$ cat config.mk
export PLATFORM = sky130hd
export DESIGN_NAME = dfdma_top
export DESIGN_NICKNAME = d
export VERILOG_FILES = /design/src/dfdma_pkg.sv /design/src/dfdma_top.sv
export SDC_FILE = /design/constraint.sdc
export NUM_CORES = 2
export LEC_CHECK = 0
export BUFFER_PORTS_ARGS = -buffer_cell sky130_fd_sc_hd__buf_2
export CAP_MARGIN = 10
export CELL_PAD_IN_SITES_DETAIL_PLACEMENT = 1
export CELL_PAD_IN_SITES_GLOBAL_PLACEMENT = 2
export CORE_UTILIZATION = 38
export DETAILED_ROUTE_END_ITERATION = 10
export GPL_TIMING_DRIVEN = 0
export PLACE_DENSITY = 0.83
export SLEW_MARGIN = 5
export SYNTH_ARGS = -nofsm -noshare
export SYNTH_HDL_FRONTEND = slang
export SYNTH_SLANG_ARGS = --single-unit
$ cat constraint.sdc
create_clock -name i_clk -period 4.8 [get_ports i_clk]
set_clock_uncertainty 0.2 [all_clocks]
set_input_delay 0 -clock i_clk [delete_from_list [all_inputs] [get_ports i_clk]]
set_output_delay 0 -clock i_clk [all_outputs]
set_load 0.1 [all_outputs]
$ cat src/dfdma_pkg.sv
package dfdma_pkg;

  // ----------------------------------------------------------------
  // io decode windows
  // ----------------------------------------------------------------
  localparam logic [9:0] DFDMA_C1_BASE = 10'h000;
  localparam logic [9:0] DFDMA_C2_BASE = 10'h0C0;
  localparam logic [9:0] DFDMA_C2_LAST = 10'h0DE;

  // ----------------------------------------------------------------
  // register indices inside one controller
  // ----------------------------------------------------------------
  localparam logic [3:0] DFDMA_REG_STAT_CMD = 4'h8;
  localparam logic [3:0] DFDMA_REG_REQUEST = 4'h9;
  localparam logic [3:0] DFDMA_REG_ONE_MASK = 4'hA;
  localparam logic [3:0] DFDMA_REG_MODE = 4'hB;
  localparam logic [3:0] DFDMA_REG_PTR_CLR = 4'hC;
  localparam logic [3:0] DFDMA_REG_REINIT = 4'hD;
  localparam logic [3:0] DFDMA_REG_UNMASK = 4'hE;
  localparam logic [3:0] DFDMA_REG_ALL_MASK = 4'hF;

  // ----------------------------------------------------------------
  // field positions
  // ----------------------------------------------------------------
  localparam int DFDMA_CMD_DISABLE = 2;
  localparam int DFDMA_CMD_B3 = 3;
  localparam int DFDMA_CMD_ROTATE = 4;
  localparam int DFDMA_CMD_EXTW = 5;
  localparam int DFDMA_REQ_SET = 2;
  localparam int DFDMA_MASK_SET = 2;
  localparam int DFDMA_MODE_TT = 2;
  localparam int DFDMA_MODE_AUTO = 4;
  localparam int DFDMA_MODE_DEC = 5;
  localparam int DFDMA_MODE_MD = 6;

  // synchronised control pin positions
  localparam int DFDMA_CTL_RD = 0;
  localparam int DFDMA_CTL_WR = 1;
  localparam int DFDMA_CTL_RFSH = 2;
  localparam int DFDMA_CTL_MASTER = 3;
  localparam int DFDMA_CTL_HACK = 4;

  // ----------------------------------------------------------------
  // reset values and counter constants
  // ----------------------------------------------------------------
  localparam logic [7:0] DFDMA_CMD_RESET = 8'h00;
  localparam logic [3:0] DFDMA_MASK_RESET = 4'hF;
  localparam logic [4:0] DFDMA_CTL_RESET = 5'h07;
  localparam logic [15:0] DFDMA_CNT_LAST = 16'h0000;
  localparam logic [15:0] DFDMA_STEP = 16'h0001;
  localparam logic [8:0] DFDMA_RFSH_STEP = 9'h001;

  // ----------------------------------------------------------------
  // encodings
  // ----------------------------------------------------------------
  typedef enum logic [1:0] {
    DFDMA_TT_VERIFY = 2'b00,
    DFDMA_TT_WRITE = 2'b01,
    DFDMA_TT_READ = 2'b10
  } dfdma_ttype_t;

  typedef enum logic [1:0] {
    DFDMA_MD_DEMAND = 2'b00,
    DFDMA_MD_SINGLE = 2'b01,
    DFDMA_MD_BLOCK = 2'b10,
    DFDMA_MD_CASCADE = 2'b11
  } dfdma_mode_t;

  typedef enum logic [2:0] {
    DFDMA_ST_IDLE = 3'b000,
    DFDMA_ST_HOLD = 3'b001,
    DFDMA_ST_ADDR = 3'b010,
    DFDMA_ST_STB1 = 3'b011,
    DFDMA_ST_STB2 = 3'b100,
    DFDMA_ST_CASC = 3'b101
  } dfdma_state_t;

endpackage

$ cat src/dfdma_top.sv
`timescale 1ns/1ps

module dfdma_top
  import dfdma_pkg::*;
(
  // clock and reset
  input wire logic i_clk,
  input wire logic i_rst_n,
  // host io register port
  input wire logic [9:0] i_io_addr,
  input wire logic [7:0] i_io_data,
  input wire logic i_io_read_n,
  input wire logic i_io_write_n,
  output logic [7:0] o_io_data,
  output logic o_io_data_oe,
  // peripheral handshake
  input wire logic [7:0] i_channel_request,
  output logic [7:0] o_channel_acknowledge,
  output logic o_terminal_count,
  // system bus control
  output logic o_hold_request,
  input wire logic i_hold_ack,
  input wire logic i_bus_master,
  input wire logic i_refresh_cycle_n,
  // address and strobes
  output logic [15:0] o_address,
  output logic o_address_oe,
  output logic o_io_read_strobe_n,
  output logic o_io_write_strobe_n,
  output logic o_memory_read_strobe_n,
  output logic o_memory_write_strobe_n,
  output logic o_strobe_oe
);

  // ----------------------------------------------------------------
  // state
  // ----------------------------------------------------------------
  typedef struct packed {
    logic [7:0] req_s1;
    logic [7:0] req_s2;
    logic [4:0] ctl_s1;
    logic [4:0] ctl_s2;
    logic [17:0] bus_s1;
    logic [17:0] bus_s2;
    logic rd_prev;
    logic wr_prev;
    logic rfsh_prev;
    logic [7:0][15:0] base_addr;
    logic [7:0][15:0] cur_addr;
    logic [7:0][15:0] base_cnt;
    logic [7:0][15:0] cur_cnt;
    logic [7:0][7:0] mode;
    logic [1:0][7:0] cmd;
    logic [7:0] tc_flag;
    logic [7:0] sw_req;
    logic [7:0] mask;
    logic [7:0] wait_low;
    logic [1:0] ptr;
    logic [1:0][1:0] last;
    logic [8:0] rfsh_cnt;
    dfdma_state_t st;
    logic [2:0] chan;
    logic [7:0] io_data;
    logic io_data_oe;
    logic [7:0] ack;
    logic tc_out;
    logic hold_req;
    logic [15:0] addr;
    logic addr_oe;
    logic ior_n;
    logic iow_n;
    logic memory_read_strobe_n;
    logic memory_write_strobe_n;
    logic stb_oe;
  } dfdma_regs_t;

  function automatic dfdma_regs_t dfdma_rst_val();
    dfdma_regs_t r;
    r = '0;
    r.ctl_s1 = DFDMA_CTL_RESET;
    r.ctl_s2 = DFDMA_CTL_RESET;
    r.rd_prev = 1'b1;
    r.wr_prev = 1'b1;
    r.rfsh_prev = 1'b1;
    r.mask = {DFDMA_MASK_RESET, DFDMA_MASK_RESET};
    r.cmd = {DFDMA_CMD_RESET, DFDMA_CMD_RESET};
    r.ior_n = 1'b1;
    r.iow_n = 1'b1;
    r.memory_read_strobe_n = 1'b1;
    r.memory_write_strobe_n = 1'b1;
    return r;
  endfunction

  localparam dfdma_regs_t RST_Q = dfdma_rst_val();

  // winner among four requests, lowest offset from the start point wins
  function automatic logic [2:0] dfdma_pick(input logic [3:0] p, input logic rot,
                                            input logic [1:0] last);
    logic [2:0] r;
    logic [1:0] j;
    r = 3'h0;
    j = 2'h0;
    for (int k = 3; k >= 0; k--) begin
      j = rot ? 2'(last + 2'(k + 1)) : 2'(k);
      if (p[j]) begin
        r = {1'b1, j};
      end
    end
    return r;
  endfunction

  dfdma_regs_t q;
  dfdma_regs_t n;

  // ----------------------------------------------------------------
  // decode of the synchronised host port
  // ----------------------------------------------------------------
  logic [9:0] io_addr;
  logic [7:0] io_dat;
  logic rd_n;
  logic wr_n;
  logic rfsh_n;
  logic master;
  logic hack;
  logic rd_fall;
  logic wr_fall;
  logic sel1;
  logic sel2;
  logic hit;
  logic ctl;
  logic [3:0] idx;
  logic [2:0] rch;

  assign io_addr = q.bus_s2[17:8];
  assign io_dat = q.bus_s2[7:0];
  assign rd_n = q.ctl_s2[DFDMA_CTL_RD];
  assign wr_n = q.ctl_s2[DFDMA_CTL_WR];
  assign rfsh_n = q.ctl_s2[DFDMA_CTL_RFSH];
  assign master = q.ctl_s2[DFDMA_CTL_MASTER];
  assign hack = q.ctl_s2[DFDMA_CTL_HACK];
  assign rd_fall = q.rd_prev & ~rd_n;
  assign wr_fall = q.wr_prev & ~wr_n;
  assign sel1 = io_addr[9:4] == DFDMA_C1_BASE[9:4];
  assign sel2 = (io_addr[9:5] == DFDMA_C2_BASE[9:5]) && !io_addr[0] &&
                (io_addr <= DFDMA_C2_LAST);
  assign hit = sel1 | sel2;
  assign ctl = sel2;
  assign idx = sel2 ? io_addr[4:1] : io_addr[3:0];
  assign rch = {ctl, idx[2:1]};

  // ----------------------------------------------------------------
  // arbitration
  // ----------------------------------------------------------------
  logic [7:0] pend;
  logic [2:0] win1;
  logic [2:0] win2;
  logic any_pend;
  logic [2:0] pick_ch;

  always_comb begin
    for (int c = 0; c < 8; c++) begin
      pend[c] = ((q.req_s2[c] & ~q.mask[c] & ~q.wait_low[c]) | q.sw_req[c]) &
                ~q.cmd[c / 4][DFDMA_CMD_DISABLE];
    end
    win1 = dfdma_pick(pend[3:0], q.cmd[0][DFDMA_CMD_ROTATE], q.last[0]);
    // 8-bit controller requests reach the bus through channel 4
    if (q.mode[4][DFDMA_MODE_MD +: 2] == DFDMA_MD_CASCADE && win1[2] && !q.mask[4] &&
        !q.cmd[1][DFDMA_CMD_DISABLE]) begin
      pend[4] = 1'b1;
    end
    // fixed or rotating, 16-bit controller first
    win2 = dfdma_pick(pend[7:4], q.cmd[1][DFDMA_CMD_ROTATE], q.last[1]);
    any_pend = win2[2];
    if (win2[1:0] == 2'b00 && win1[2] &&
        q.mode[4][DFDMA_MODE_MD +: 2] == DFDMA_MD_CASCADE) begin
      pick_ch = {1'b0, win1[1:0]};
    end else begin
      pick_ch = {1'b1, win2[1:0]};
    end
  end

  // ----------------------------------------------------------------
  // next state
  // ----------------------------------------------------------------
  logic [7:0] cm;
  logic [1:0] ch_tt;
  logic [1:0] ch_md;
  logic extw;
  logic at_tc;
  logic go_on;

  assign cm = q.mode[q.chan];
  assign ch_tt = cm[DFDMA_MODE_TT +: 2];
  assign ch_md = cm[DFDMA_MODE_MD +: 2];
  // extended write only with bit 3 clear
  assign extw = q.cmd[q.chan[2]][DFDMA_CMD_EXTW] & ~q.cmd[q.chan[2]][DFDMA_CMD_B3];
  assign at_tc = q.cur_cnt[q.chan] == DFDMA_CNT_LAST;

  always_comb begin
    n = q;
    go_on = 1'b0;
    // pins pass two flops before use; host bus held stable across strobe
    n.req_s1 = i_channel_request;
    n.req_s2 = q.req_s1;
    n.ctl_s1 = {i_hold_ack, i_bus_master, i_refresh_cycle_n, i_io_write_n, i_io_read_n};
    n.ctl_s2 = q.ctl_s1;
    n.bus_s1 = {i_io_addr, i_io_data};
    n.bus_s2 = q.bus_s1;
    n.rd_prev = rd_n;
    n.wr_prev = wr_n;
    n.rfsh_prev = rfsh_n;
    n.tc_out = 1'b0;
    n.ior_n = 1'b1;
    n.iow_n = 1'b1;
    n.memory_read_strobe_n = 1'b1;
    n.memory_write_strobe_n = 1'b1;
    n.stb_oe = 1'b0;
    n.addr_oe = 1'b0;

    // ----------------------------------------------------------------
    // host writes
    // ----------------------------------------------------------------
    if (wr_fall && hit) begin
      if (!idx[3]) begin
        if (idx[0]) begin
          n.base_cnt[rch][q.ptr[ctl] * 8 +: 8] = io_dat;
          n.cur_cnt[rch][q.ptr[ctl] * 8 +: 8] = io_dat;
        end else begin
          n.base_addr[rch][q.ptr[ctl] * 8 +: 8] = io_dat;
          n.cur_addr[rch][q.ptr[ctl] * 8 +: 8] = io_dat;
        end
        n.ptr[ctl] = ~q.ptr[ctl];
      end else begin
        case (idx)
          DFDMA_REG_STAT_CMD: begin
            n.cmd[ctl] = io_dat;
          end
          DFDMA_REG_REQUEST: begin
            n.sw_req[{ctl, io_dat[1:0]}] = io_dat[DFDMA_REQ_SET];
          end
          DFDMA_REG_ONE_MASK: begin
            n.mask[{ctl, io_dat[1:0]}] = io_dat[DFDMA_MASK_SET];
          end
          DFDMA_REG_MODE: begin
            n.mode[{ctl, io_dat[1:0]}] = io_dat;
          end
          DFDMA_REG_PTR_CLR: begin
            n.ptr[ctl] = 1'b0;
          end
          DFDMA_REG_REINIT: begin
            n.cmd[ctl] = DFDMA_CMD_RESET;
            n.ptr[ctl] = 1'b0;
            for (int i = 0; i < 4; i++) begin
              n.tc_flag[{ctl, 2'(i)}] = 1'b0;
              n.sw_req[{ctl, 2'(i)}] = 1'b0;
              n.mask[{ctl, 2'(i)}] = DFDMA_MASK_RESET[i];
            end
          end
          DFDMA_REG_UNMASK: begin
            for (int i = 0; i < 4; i++) begin
              n.mask[{ctl, 2'(i)}] = 1'b0;
            end
          end
          DFDMA_REG_ALL_MASK: begin
            for (int i = 0; i < 4; i++) begin
              n.mask[{ctl, 2'(i)}] = io_dat[i];
            end
          end
          default: begin
          end
        endcase
      end
    end

    // ----------------------------------------------------------------
    // host reads
    // ----------------------------------------------------------------
    n.io_data_oe = ~rd_n & hit;
    if (rd_fall && hit) begin
      if (!idx[3]) begin
        // reads toggle the pointer as well
        n.io_data = idx[0] ? q.cur_cnt[rch][q.ptr[ctl] * 8 +: 8] :
                             q.cur_addr[rch][q.ptr[ctl] * 8 +: 8];
        n.ptr[ctl] = ~q.ptr[ctl];
      end else if (idx == DFDMA_REG_STAT_CMD) begin
        for (int i = 0; i < 4; i++) begin
          n.io_data[i] = q.tc_flag[{ctl, 2'(i)}];
          n.io_data[i + 4] = q.req_s2[{ctl, 2'(i)}];
          n.tc_flag[{ctl, 2'(i)}] = 1'b0;
        end
      end else begin
        n.io_data = 8'h00;
      end
    end

    if (!q.rfsh_prev && rfsh_n) begin
      n.rfsh_cnt = q.rfsh_cnt + DFDMA_RFSH_STEP;
    end

    // single mode re-arms once request drops
    for (int c = 0; c < 8; c++) begin
      if (!q.req_s2[c]) begin
        n.wait_low[c] = 1'b0;
      end
    end

    // ----------------------------------------------------------------
    // transfer engine
    // ----------------------------------------------------------------
    case (q.st)
      DFDMA_ST_IDLE: begin
        // refresh address when bus is otherwise idle
        if (!rfsh_n) begin
          n.addr = {7'h00, q.rfsh_cnt};
          n.addr_oe = 1'b1;
        end
        if (any_pend) begin
          n.hold_req = 1'b1;
          n.chan = pick_ch;
          n.st = DFDMA_ST_HOLD;
        end
      end
      DFDMA_ST_HOLD: begin
        if (hack) begin
          n.ack[q.chan] = 1'b1;
          n.last[q.chan[2]] = q.chan[1:0];
          if (!q.chan[2]) begin
            n.last[1] = 2'b00;
          end
          n.st = (ch_md == DFDMA_MD_CASCADE) ? DFDMA_ST_CASC : DFDMA_ST_ADDR;
        end
      end
      DFDMA_ST_ADDR: begin
        n.addr = q.cur_addr[q.chan];
        n.addr_oe = 1'b1;
        n.stb_oe = 1'b1;
        // read: memory to io; write: io to memory; verify: none
        // write strobe starts early only when extended
        n.memory_read_strobe_n = ~(ch_tt == DFDMA_TT_READ);
        n.ior_n = ~(ch_tt == DFDMA_TT_WRITE);
        n.iow_n = ~(ch_tt == DFDMA_TT_READ && extw);
        n.memory_write_strobe_n = ~(ch_tt == DFDMA_TT_WRITE && extw);
        n.st = DFDMA_ST_STB1;
      end
      DFDMA_ST_STB1: begin
        n.addr_oe = 1'b1;
        n.stb_oe = 1'b1;
        n.memory_read_strobe_n = ~(ch_tt == DFDMA_TT_READ);
        n.ior_n = ~(ch_tt == DFDMA_TT_WRITE);
        n.iow_n = ~(ch_tt == DFDMA_TT_READ);
        n.memory_write_strobe_n = ~(ch_tt == DFDMA_TT_WRITE);
        n.st = DFDMA_ST_STB2;
      end
      DFDMA_ST_STB2: begin
        n.cur_cnt[q.chan] = q.cur_cnt[q.chan] - DFDMA_STEP;
        n.cur_addr[q.chan] = cm[DFDMA_MODE_DEC] ? q.cur_addr[q.chan] - DFDMA_STEP :
                                                  q.cur_addr[q.chan] + DFDMA_STEP;
        if (at_tc) begin
          // wrap gives terminal count; flag set wins over a clear
          n.tc_out = 1'b1;
          n.tc_flag[q.chan] = 1'b1;
          n.sw_req[q.chan] = 1'b0;
          if (cm[DFDMA_MODE_AUTO]) begin
            n.cur_cnt[q.chan] = q.base_cnt[q.chan];
            n.cur_addr[q.chan] = q.base_addr[q.chan];
          end else begin
            n.mask[q.chan] = 1'b1;
          end
        end
        case (ch_md)
          DFDMA_MD_BLOCK: go_on = !at_tc;
          DFDMA_MD_DEMAND: go_on = !at_tc && q.req_s2[q.chan];
          default: go_on = 1'b0;
        endcase
        // single needs request low before next transfer
        if (ch_md == DFDMA_MD_SINGLE) begin
          n.wait_low[q.chan] = q.req_s2[q.chan];
          n.sw_req[q.chan] = 1'b0;
        end
        if (go_on) begin
          n.st = DFDMA_ST_ADDR;
        end else begin
          n.ack[q.chan] = 1'b0;
          n.hold_req = 1'b0;
          n.st = DFDMA_ST_IDLE;
        end
      end
      DFDMA_ST_CASC: begin
        // external master drives strobes; hold till request drops
        if (!q.req_s2[q.chan] && !q.sw_req[q.chan]) begin
          n.ack[q.chan] = 1'b0;
          n.hold_req = 1'b0;
          n.st = DFDMA_ST_IDLE;
        end
      end
      default: begin
        n.ack = 8'h00;
        n.hold_req = 1'b0;
        n.st = DFDMA_ST_IDLE;
      end
    endcase

    // float address while an external master owns the bus
    if (master) begin
      n.addr_oe = 1'b0;
    end
  end

  always_ff @(posedge i_clk or negedge i_rst_n) begin
    if (!i_rst_n) begin
      q <= RST_Q;
    end else begin
      q <= n;
    end
  end

  // ----------------------------------------------------------------
  // outputs
  // ----------------------------------------------------------------
  assign o_io_data = q.io_data;
  assign o_io_data_oe = q.io_data_oe;
  assign o_channel_acknowledge = q.ack;
  assign o_terminal_count = q.tc_out;
  assign o_hold_request = q.hold_req;
  assign o_address = q.addr;
  assign o_address_oe = q.addr_oe;
  assign o_io_read_strobe_n = q.ior_n;
  assign o_io_write_strobe_n = q.iow_n;
  assign o_memory_read_strobe_n = q.memory_read_strobe_n;
  assign o_memory_write_strobe_n = q.memory_write_strobe_n;
  assign o_strobe_oe = q.stb_oe;

endmodule

---- Word-level counts from Yosys, hierarchy flattened ----
Index checks and enable logic that the tools add are counted.
storage, ports and cells
  flip-flop bits (word level) ............. 751
  latch bits .............................. 0
  RAM bits ................................ 0
  memory bits (read-only) ................. 0
  bits of input ports ..................... 33
  output and inout port bits .............. 41
  word-level logic and storage cells ...... 476
  memories ................................ 0
operators by class
  $add $sub $neg .......................... 11
  $mul .................................... 0
  divide/modulo/power cells ............... 0
  $lt $le $gt $ge ......................... 27
  eq/ne operators ......................... 25
  shifts and indexed selects .............. 4
  mux-type cells .......................... 183
  bitwise gates (word level) .............. 102
  reduce and logical (&&, ||, !) cells .... 51
operators with widths
  kind                     number
  $bwmux 128               8
  $mux 128                 7
  $mux 488                 1
  $mux 384                 1
  $bmux 16 s3              6
  $mux 256                 1
  $and 8x8->8              19
  $mux 16                  9
  $mux 8                   16
  $mux 104                 1
  $demux 16 s3             2
  $bwmux 64                1
  $mux 64                  1
  $pmux 16 s2              2
  $pmux 8 s4               2
  $bwmux 8                 7
  $mux 1                   51
  $mux 24                  2
  $mux 3                   12
  $neg 4->34               1
  $shift 8x34->16 const A  1
  $shiftx 8x34->16         1
  $eq 4x4->1 const B       8
  $mux 2                   16
  66 further kinds         227

---- Logic depth before layout (Yosys ltp) ----
  depth in word-level cells ............... 28
  gate-level depth with buffers ........... 20

---- Worst setup path before layout ----
OpenSTA, ideal clock, no wires.
  kind .................................... register -> register
  start point ............................. register q[43] (netlist name)
  end point ............................... register q[556] (netlist name)
  arrival ................................. 4,567 ps
  path slack .............................. -104 ps
  cell stages (with the launch flop) ...... 19
  clock period less this slack ............ 4,904 ps
  path through ............................ dfrtp_1 -> buf_2 -> buf_6 -> buf_6 -> buf_4 -> buf_4 -> nor3b_2 -> clkbuf_1 -> buf_1 -> a22oi_1 -> and3_1 -> fa_1 -> nand2b_1 -> a21o_1 -> a2111oi_0 -> o21a_1 -> o311ai_0 -> mux2i_2 -> a21oi_1
RTL lines
  element                 RTL line          text
  from (decl)             dfdma_top.sv:112  dfdma_regs_t q;
  from (signal assigned)  dfdma_top.sv:413  q <= n;

---- Worst setup path in the final report ----
  start point ............................. register q (netlist bit io_addr[9])
  end point ............................... register q (netlist bit o_io_data[4])
on the way
  cells in the longest elaborated chain, start to end .. 9
  elaborated cells between the ends (all ways) .. 22
ends and longest elaborated chain
  element
  branches (longest 9 deep; another with $le 10x8->1)
Several ways; the timed one is not identified. The select of a mux whose other input is x is not followed.
A chain may end at the register's enable or synchronous reset.

==> flow_summary.html <==
<table>
<tr><th>Metric</th><th>Value</th></tr>
<tr><th colspan="2">Outcome</th></tr>
<tr><td>Status</td><td>finished, violations left</td></tr>
<tr><td>Violated checks</td><td>capacitance limit, slew limit, setup timing</td></tr>
<tr><th colspan="2">Yosys</th></tr>
<tr><td>XOR/XNOR share of the synthesized area</td><td>0.493%</td></tr>
<tr><td>Cell types with the largest area share after synthesis</td><td>sky130_fd_sc_hd__dfrtp_1 45%, sky130_fd_sc_hd__mux2_2 12%, sky130_fd_sc_hd__mux2i_1 5.3%, sky130_fd_sc_hd__o21ai_0 3.7%, sky130_fd_sc_hd__nand2_1 3.4%</td></tr>
<tr><td>Most frequently used cell type in the post-synthesis netlist</td><td>sky130_fd_sc_hd__dfrtp_1</td></tr>
<tr><td>Fraction of the mapped netlist area in simple logic gates</td><td>between 10% and 20%</td></tr>
<tr><td>Synth Area in Compound Gates</td><td>18.7%</td></tr>
<tr><td>Post-synthesis adder-cell area fraction</td><td>less than 1%</td></tr>
<tr><td>Number of warnings printed during yosys synthesis</td><td>0</td></tr>
<tr><td>Post-Syn Area per Cell</td><td>roughly 10 µm²</td></tr>
<tr><td>Largest family of logic cells by synthesized area</td><td>multiplexers</td></tr>
<tr><td>Sequential share of the synthesized area</td><td>between 40% and 50%</td></tr>
<tr><td>Top flip-flop cell by instance count after synthesis</td><td>sky130_fd_sc_hd__dfrtp_1</td></tr>
<tr><td>Area fraction of the dominant cell type after synthesis</td><td>roughly 45%</td></tr>
<tr><td>Most frequent cells after synthesis</td><td>706 x sky130_fd_sc_hd__dfrtp_1, 417 x sky130_fd_sc_hd__mux2_2, 353 x sky130_fd_sc_hd__nand2_1, 286 x sky130_fd_sc_hd__o21ai_0, 248 x sky130_fd_sc_hd__clkbuf_1</td></tr>
<tr><td>Distinct cell type count after synthesis</td><td>around 100</td></tr>
<tr><td>Number of enable flip-flop cells after synthesis</td><td>0</td></tr>
<tr><td>Gate count after technology mapping</td><td>~3700</td></tr>
<tr><td>Mapped Area</td><td>about 39000 µm²</td></tr>
<tr><td>Dominant cell type by area after synthesis</td><td>sky130_fd_sc_hd__dfrtp_1</td></tr>
<tr><td>Multiplexer area fraction after synthesis</td><td>19.0%</td></tr>
<tr><td>Nets in the synthesized netlist</td><td>roughly 3800</td></tr>
<tr><td>Post-synthesis async set-or-reset flop share</td><td>100%</td></tr>
<tr><td>Synthesized flop and latch total</td><td>about 730</td></tr>
<tr><th colspan="2">CTS</th></tr>
<tr><td>Clock latency of the later-clocked register in the worst-skew pair</td><td>roughly 0.7 ns</td></tr>
<tr><td>Cell chosen for the clock root</td><td>sky130_fd_sc_hd__clkbuf_16</td></tr>
<tr><td>Cts bufs inserted</td><td>87</td></tr>
<tr><td>Clock sinks</td><td>727</td></tr>
<tr><td>Clk pin slew, worst setup/hold paths</td><td>about 0.060 ns</td></tr>
<tr><td>CTS H-tree lvls</td><td>3</td></tr>
<tr><td>TritonCTS clock tree</td><td>built</td></tr>
<tr><td>Number of buffers on the longest clock path</td><td>3</td></tr>
<tr><th colspan="2">Floorplanning</th></tr>
<tr><td>Height of the chip</td><td>~320 µm</td></tr>
<tr><td>Standard cell core area</td><td>between 100000 and 150000 µm²</td></tr>
<tr><td>Die X-Extent</td><td>between 300 and 400 µm</td></tr>
<tr><td>Num ports</td><td>74</td></tr>
<tr><td>Standard-cell row count</td><td>117</td></tr>
<tr><td>Total Die Area</td><td>around 100000 µm²</td></tr>
<tr><td>Effective utilization at floorplan</td><td>between 30% and 40%</td></tr>
<tr><th colspan="2">Route</th></tr>
<tr><td>Post-route DRC violation count</td><td>0</td></tr>
<tr><td>DRT Pass-1 Iters</td><td>7</td></tr>
<tr><td>Vias per inst</td><td>around 6.8</td></tr>
<tr><td>Number of violations reported at the end of detailed-routing iteration 0</td><td>between 4000 and 5000</td></tr>
<tr><td>Number of nets still failing antenna checks after routing</td><td>0</td></tr>
<tr><td>Detailed Route WL</td><td>roughly 230000 µm</td></tr>
<tr><td>Avg WL per Cell</td><td>40.8 µm</td></tr>
<tr><td>Total number of vias</td><td>37534</td></tr>
<tr><th colspan="2">Placement</th></tr>
<tr><td>Final weighted congestion in routability-driven placement</td><td>~1.0</td></tr>
<tr><td>Post-detailed-placement cell area</td><td>between 40000 and 50000 µm²</td></tr>
<tr><td>Port Buffers</td><td>73</td></tr>
<tr><td>Worst slack, placed</td><td>-4.08 ns</td></tr>
<tr><td>Half-perimeter wire length after detailed placement</td><td>around 160000 µm</td></tr>
<tr><th colspan="2">Setup path</th></tr>
<tr><td>Levels on crit path</td><td>10</td></tr>
<tr><td>Category of the most critical setup path</td><td>flop to flop</td></tr>
<tr><td>Termination of the worst setup path</td><td>o_io_data[4]</td></tr>
<tr><td>Capturing element type of the critical path</td><td>flop</td></tr>
<tr><td>Cell breakdown of the critical path</td><td>or3_1 &gt; clkbuf_1 &gt; clkbuf_1 &gt; nor2_1 &gt; nand2_1 &gt; clkbuf_1 &gt; clkbuf_1 &gt; o22ai_1 &gt; o22ai_1 &gt; o211ai_1</td></tr>
<tr><td>Critical path data required time</td><td>around 5.2 ns</td></tr>
<tr><td>Worst reg2reg setup slack</td><td>-0.34 ns</td></tr>
<tr><td>Reg2reg start</td><td>io_addr[9]</td></tr>
<tr><td>Type of element launching the critical path</td><td>flop</td></tr>
<tr><td>Cell count of the worst reg-to-reg path</td><td>10</td></tr>
<tr><td>Worst stage delay on the critical path</td><td>about 1.1 ns</td></tr>
<tr><td>Critical path's most frequent cell</td><td>sky130_fd_sc_hd__clkbuf_1</td></tr>
<tr><td>RR Endpoint</td><td>o_io_data[4]</td></tr>
<tr><td>Family of cells with the greatest summed delay on the critical path</td><td>buffers and inverters</td></tr>
<tr><td>Number of buffers and inverters on the critical path</td><td>4</td></tr>
<tr><td>Worst path arrival time</td><td>5.51 ns</td></tr>
<tr><td>Worst setup path start</td><td>io_addr[9]</td></tr>
<tr><td>Max stage delay cell, worst path</td><td>sky130_fd_sc_hd__clkbuf_1</td></tr>
<tr><td>Max FO, Critical Path</td><td>10</td></tr>
<tr><th colspan="2">Power</th></tr>
<tr><td>Total Power</td><td>between 20 and 25 mW</td></tr>
<tr><td>Worst supply voltage drop on vdd</td><td>around 0.45 mV</td></tr>
<tr><td>Pwr Density</td><td>a little over 500 nW/µm²</td></tr>
<tr><td>Static Leakage</td><td>21.0 nW</td></tr>
<tr><th colspan="2">STA</th></tr>
<tr><td>Worst setup slack after layout</td><td>-0.341 ns</td></tr>
<tr><td>Fmax</td><td>~0.19 GHz</td></tr>
<tr><td>Final max-slew violation count</td><td>22</td></tr>
<tr><td>Post-route minimum period</td><td>just over 5 ns</td></tr>
<tr><td>Fraction of the cycle the final worst path needs</td><td>107%</td></tr>
<tr><td>Transition time at the pin with the least slew margin</td><td>1.53 ns</td></tr>
<tr><td>Max transition margin</td><td>-2.00%</td></tr>
<tr><td>Final setup TNS</td><td>-2.67 ns</td></tr>
<tr><td>Final setup fails</td><td>33</td></tr>
<tr><td>Number of hold violations in the final report</td><td>0</td></tr>
<tr><th colspan="2">Final layout</th></tr>
<tr><td>Proportion of layout cells with a drive suffix above 1</td><td>approximately a quarter</td></tr>
<tr><td>Net count of the finished layout</td><td>4127</td></tr>
<tr><td>Footprint of the multi-input gates</td><td>19800 µm²</td></tr>
<tr><td>Final core area utilization</td><td>between 40% and 50%</td></tr>
<tr><td>Register area</td><td>roughly 18000 µm²</td></tr>
<tr><td>Filler Cell Count</td><td>approximately 11000</td></tr>
<tr><td>Area overhead of the layout relative to synthesis</td><td>21.3%</td></tr>
<tr><td>Cell area after layout</td><td>roughly 47000 µm²</td></tr>
<tr><th colspan="2">Global route</th></tr>
<tr><td>Via count of the first global-routing pass</td><td>approximately 37000</td></tr>
<tr><td>Global-route wire length before repair</td><td>306000 µm</td></tr>
<tr><td>Total GRT Usage</td><td>a little over two fifths</td></tr>
<tr><td>Largest net degree at the start of global routing</td><td>110</td></tr>
<tr><td>Initial antenna violation count</td><td>20</td></tr>
<tr><td>Total congestion overflow after global routing</td><td>0</td></tr>
<tr><th colspan="2">Run</th></tr>
<tr><td>Max-cap violations</td><td>2</td></tr>
<tr><th colspan="2">Worst hold path</th></tr>
<tr><td>HP Class</td><td>flop to flop</td></tr>
</table>
==> layout by cell type, fill, tap and decap left out, types with 64 or more instances in the layout <==
| cell | netlist | routed |
|---|---|---|
| sky130_fd_sc_hd__a21oi_1 | 179 | 173 |
| sky130_fd_sc_hd__nand3_1 | 72 | 68 |
| sky130_fd_sc_hd__mux2i_1 | 206 | 197 |
| sky130_fd_sc_hd__clkbuf_1 | 248 | 222 |
| sky130_fd_sc_hd__nand2_1 | 353 | 348 |
| sky130_fd_sc_hd__clkbuf_16 | 0 | 90 |
| sky130_fd_sc_hd__buf_4 | 49 | 108 |
| sky130_fd_sc_hd__a22oi_1 | 143 | 138 |
| sky130_fd_sc_hd__dfrtp_1 | 706 | 704 |
| sky130_fd_sc_hd__a211oi_1 | 78 | 77 |
| sky130_fd_sc_hd__o21ai_0 | 286 | 280 |
| sky130_fd_sc_hd__nor2_1 | 159 | 153 |
| sky130_fd_sc_hd__mux2_2 | 417 | 417 |
| sky130_fd_sc_hd__dlygate4sd3_1 | 0 | 64 |
| sky130_fd_sc_hd__buf_2 | 32 | 95 |
==> area by class of cell <==
type,instances,share of cell area [%]
Clock buffer,115,5.13
Clock inverter,40,0.956
Timing Repair Buffer,250,4.95
Inverter,42,0.356
Antenna cell,10,0.0528
Sequential cell,727,38.5
Buffer,347,4.61
Multi-Input combinational cell,2622,41.9
Tap cell,1368,3.61
==> worst min path at each step <==
stage | from | cells after the start | end
2_1_floorplan | i_rst_n | 0 | hack
3_3_place_gp | i_io_read_n | 1 | n[725]
3_5_place_dp | i_rst_n | 1 | q[63]
4_1_cts | n[703] | 0 | io_addr[6]
5_1_grt | n[703] | 0 | io_addr[6]
6_report | n[695] | 0 | io_dat[6]
==> report_power, final <==
group,switching [mW],total (mW),internal [mW],leakage [nW]
clock,2.98,6.93,3.95,1.43
combinational,6.84,10.1,3.24,9.80
sequential,0.673,7.42,6.74,9.77
total,10.5,24.4,13.9,21.0
==> metrics by stage <==
stage / cells / hold WS (ns)
floorplan: 3746 / -0.496
global placement: 5187 / -0.0941
detailed placement: 5208 / -0.148
CTS: 5497 / 0.141
global route: 5511 / 0.156
finish: 5521 / 0.144
==> worst register-to-register path, delay by kind of cell, from the launching register on <==
family,cells,cell delay (ns)
and+or+nand+nor,3,0.62
DFF,1,0.37
buffers and inverters,4,2.48
AOI/OAI and AO/OA,3,1.33
==> flip-flops by register name (all words and copies together) (netlist names) <==
name,flops
o_io_read_strobe_n,1
o_address,16
o_hold_request,1
o_strobe_oe,1
master,1
o_io_write_strobe_n,1
io_addr,10
o_memory_read_strobe_n,1
o_io_data,8
io_dat,8
o_io_data_oe,1
n,34
o_terminal_count,1
o_address_oe,1
q,632
hack,1
o_channel_acknowledge,8
o_memory_write_strobe_n,1
==> per-layer routing <==
| layer | share of wire, % | global-route usage (%) |
|---|---|---|
| met1 | 38 | 52.7 |
| met3 | 13 | 16.9 |
| met4 | 8.6 | 30.4 |
| met5 | 0.076 | 0 |
| met2 | 41 | 61.1 |
==> kinds of logic (layout without fill, tap and decap cells) <==
group	count (synthesis)	after routing
other	0	10
AO/OA/AOI/OAI	1099	1099
XOR/XNOR	22	22
multiplexers	655	655
adder cells (fa/ha/maj)	17	17
buffers and inverters	397	794
flip-flops	727	727
AND/OR/NAND/NOR	829	829
==> repair_timing <==
item                       CTS  global route
gates cloned                 1             0
pin swaps                   22            19
hold endpoints to repair   439             0
hold buffers                65             0
buffers inserted            71            16
gates resized for setup    268            78
setup endpoints to repair  348           243
No activity file was read; power rests on OpenSTA's default activity.
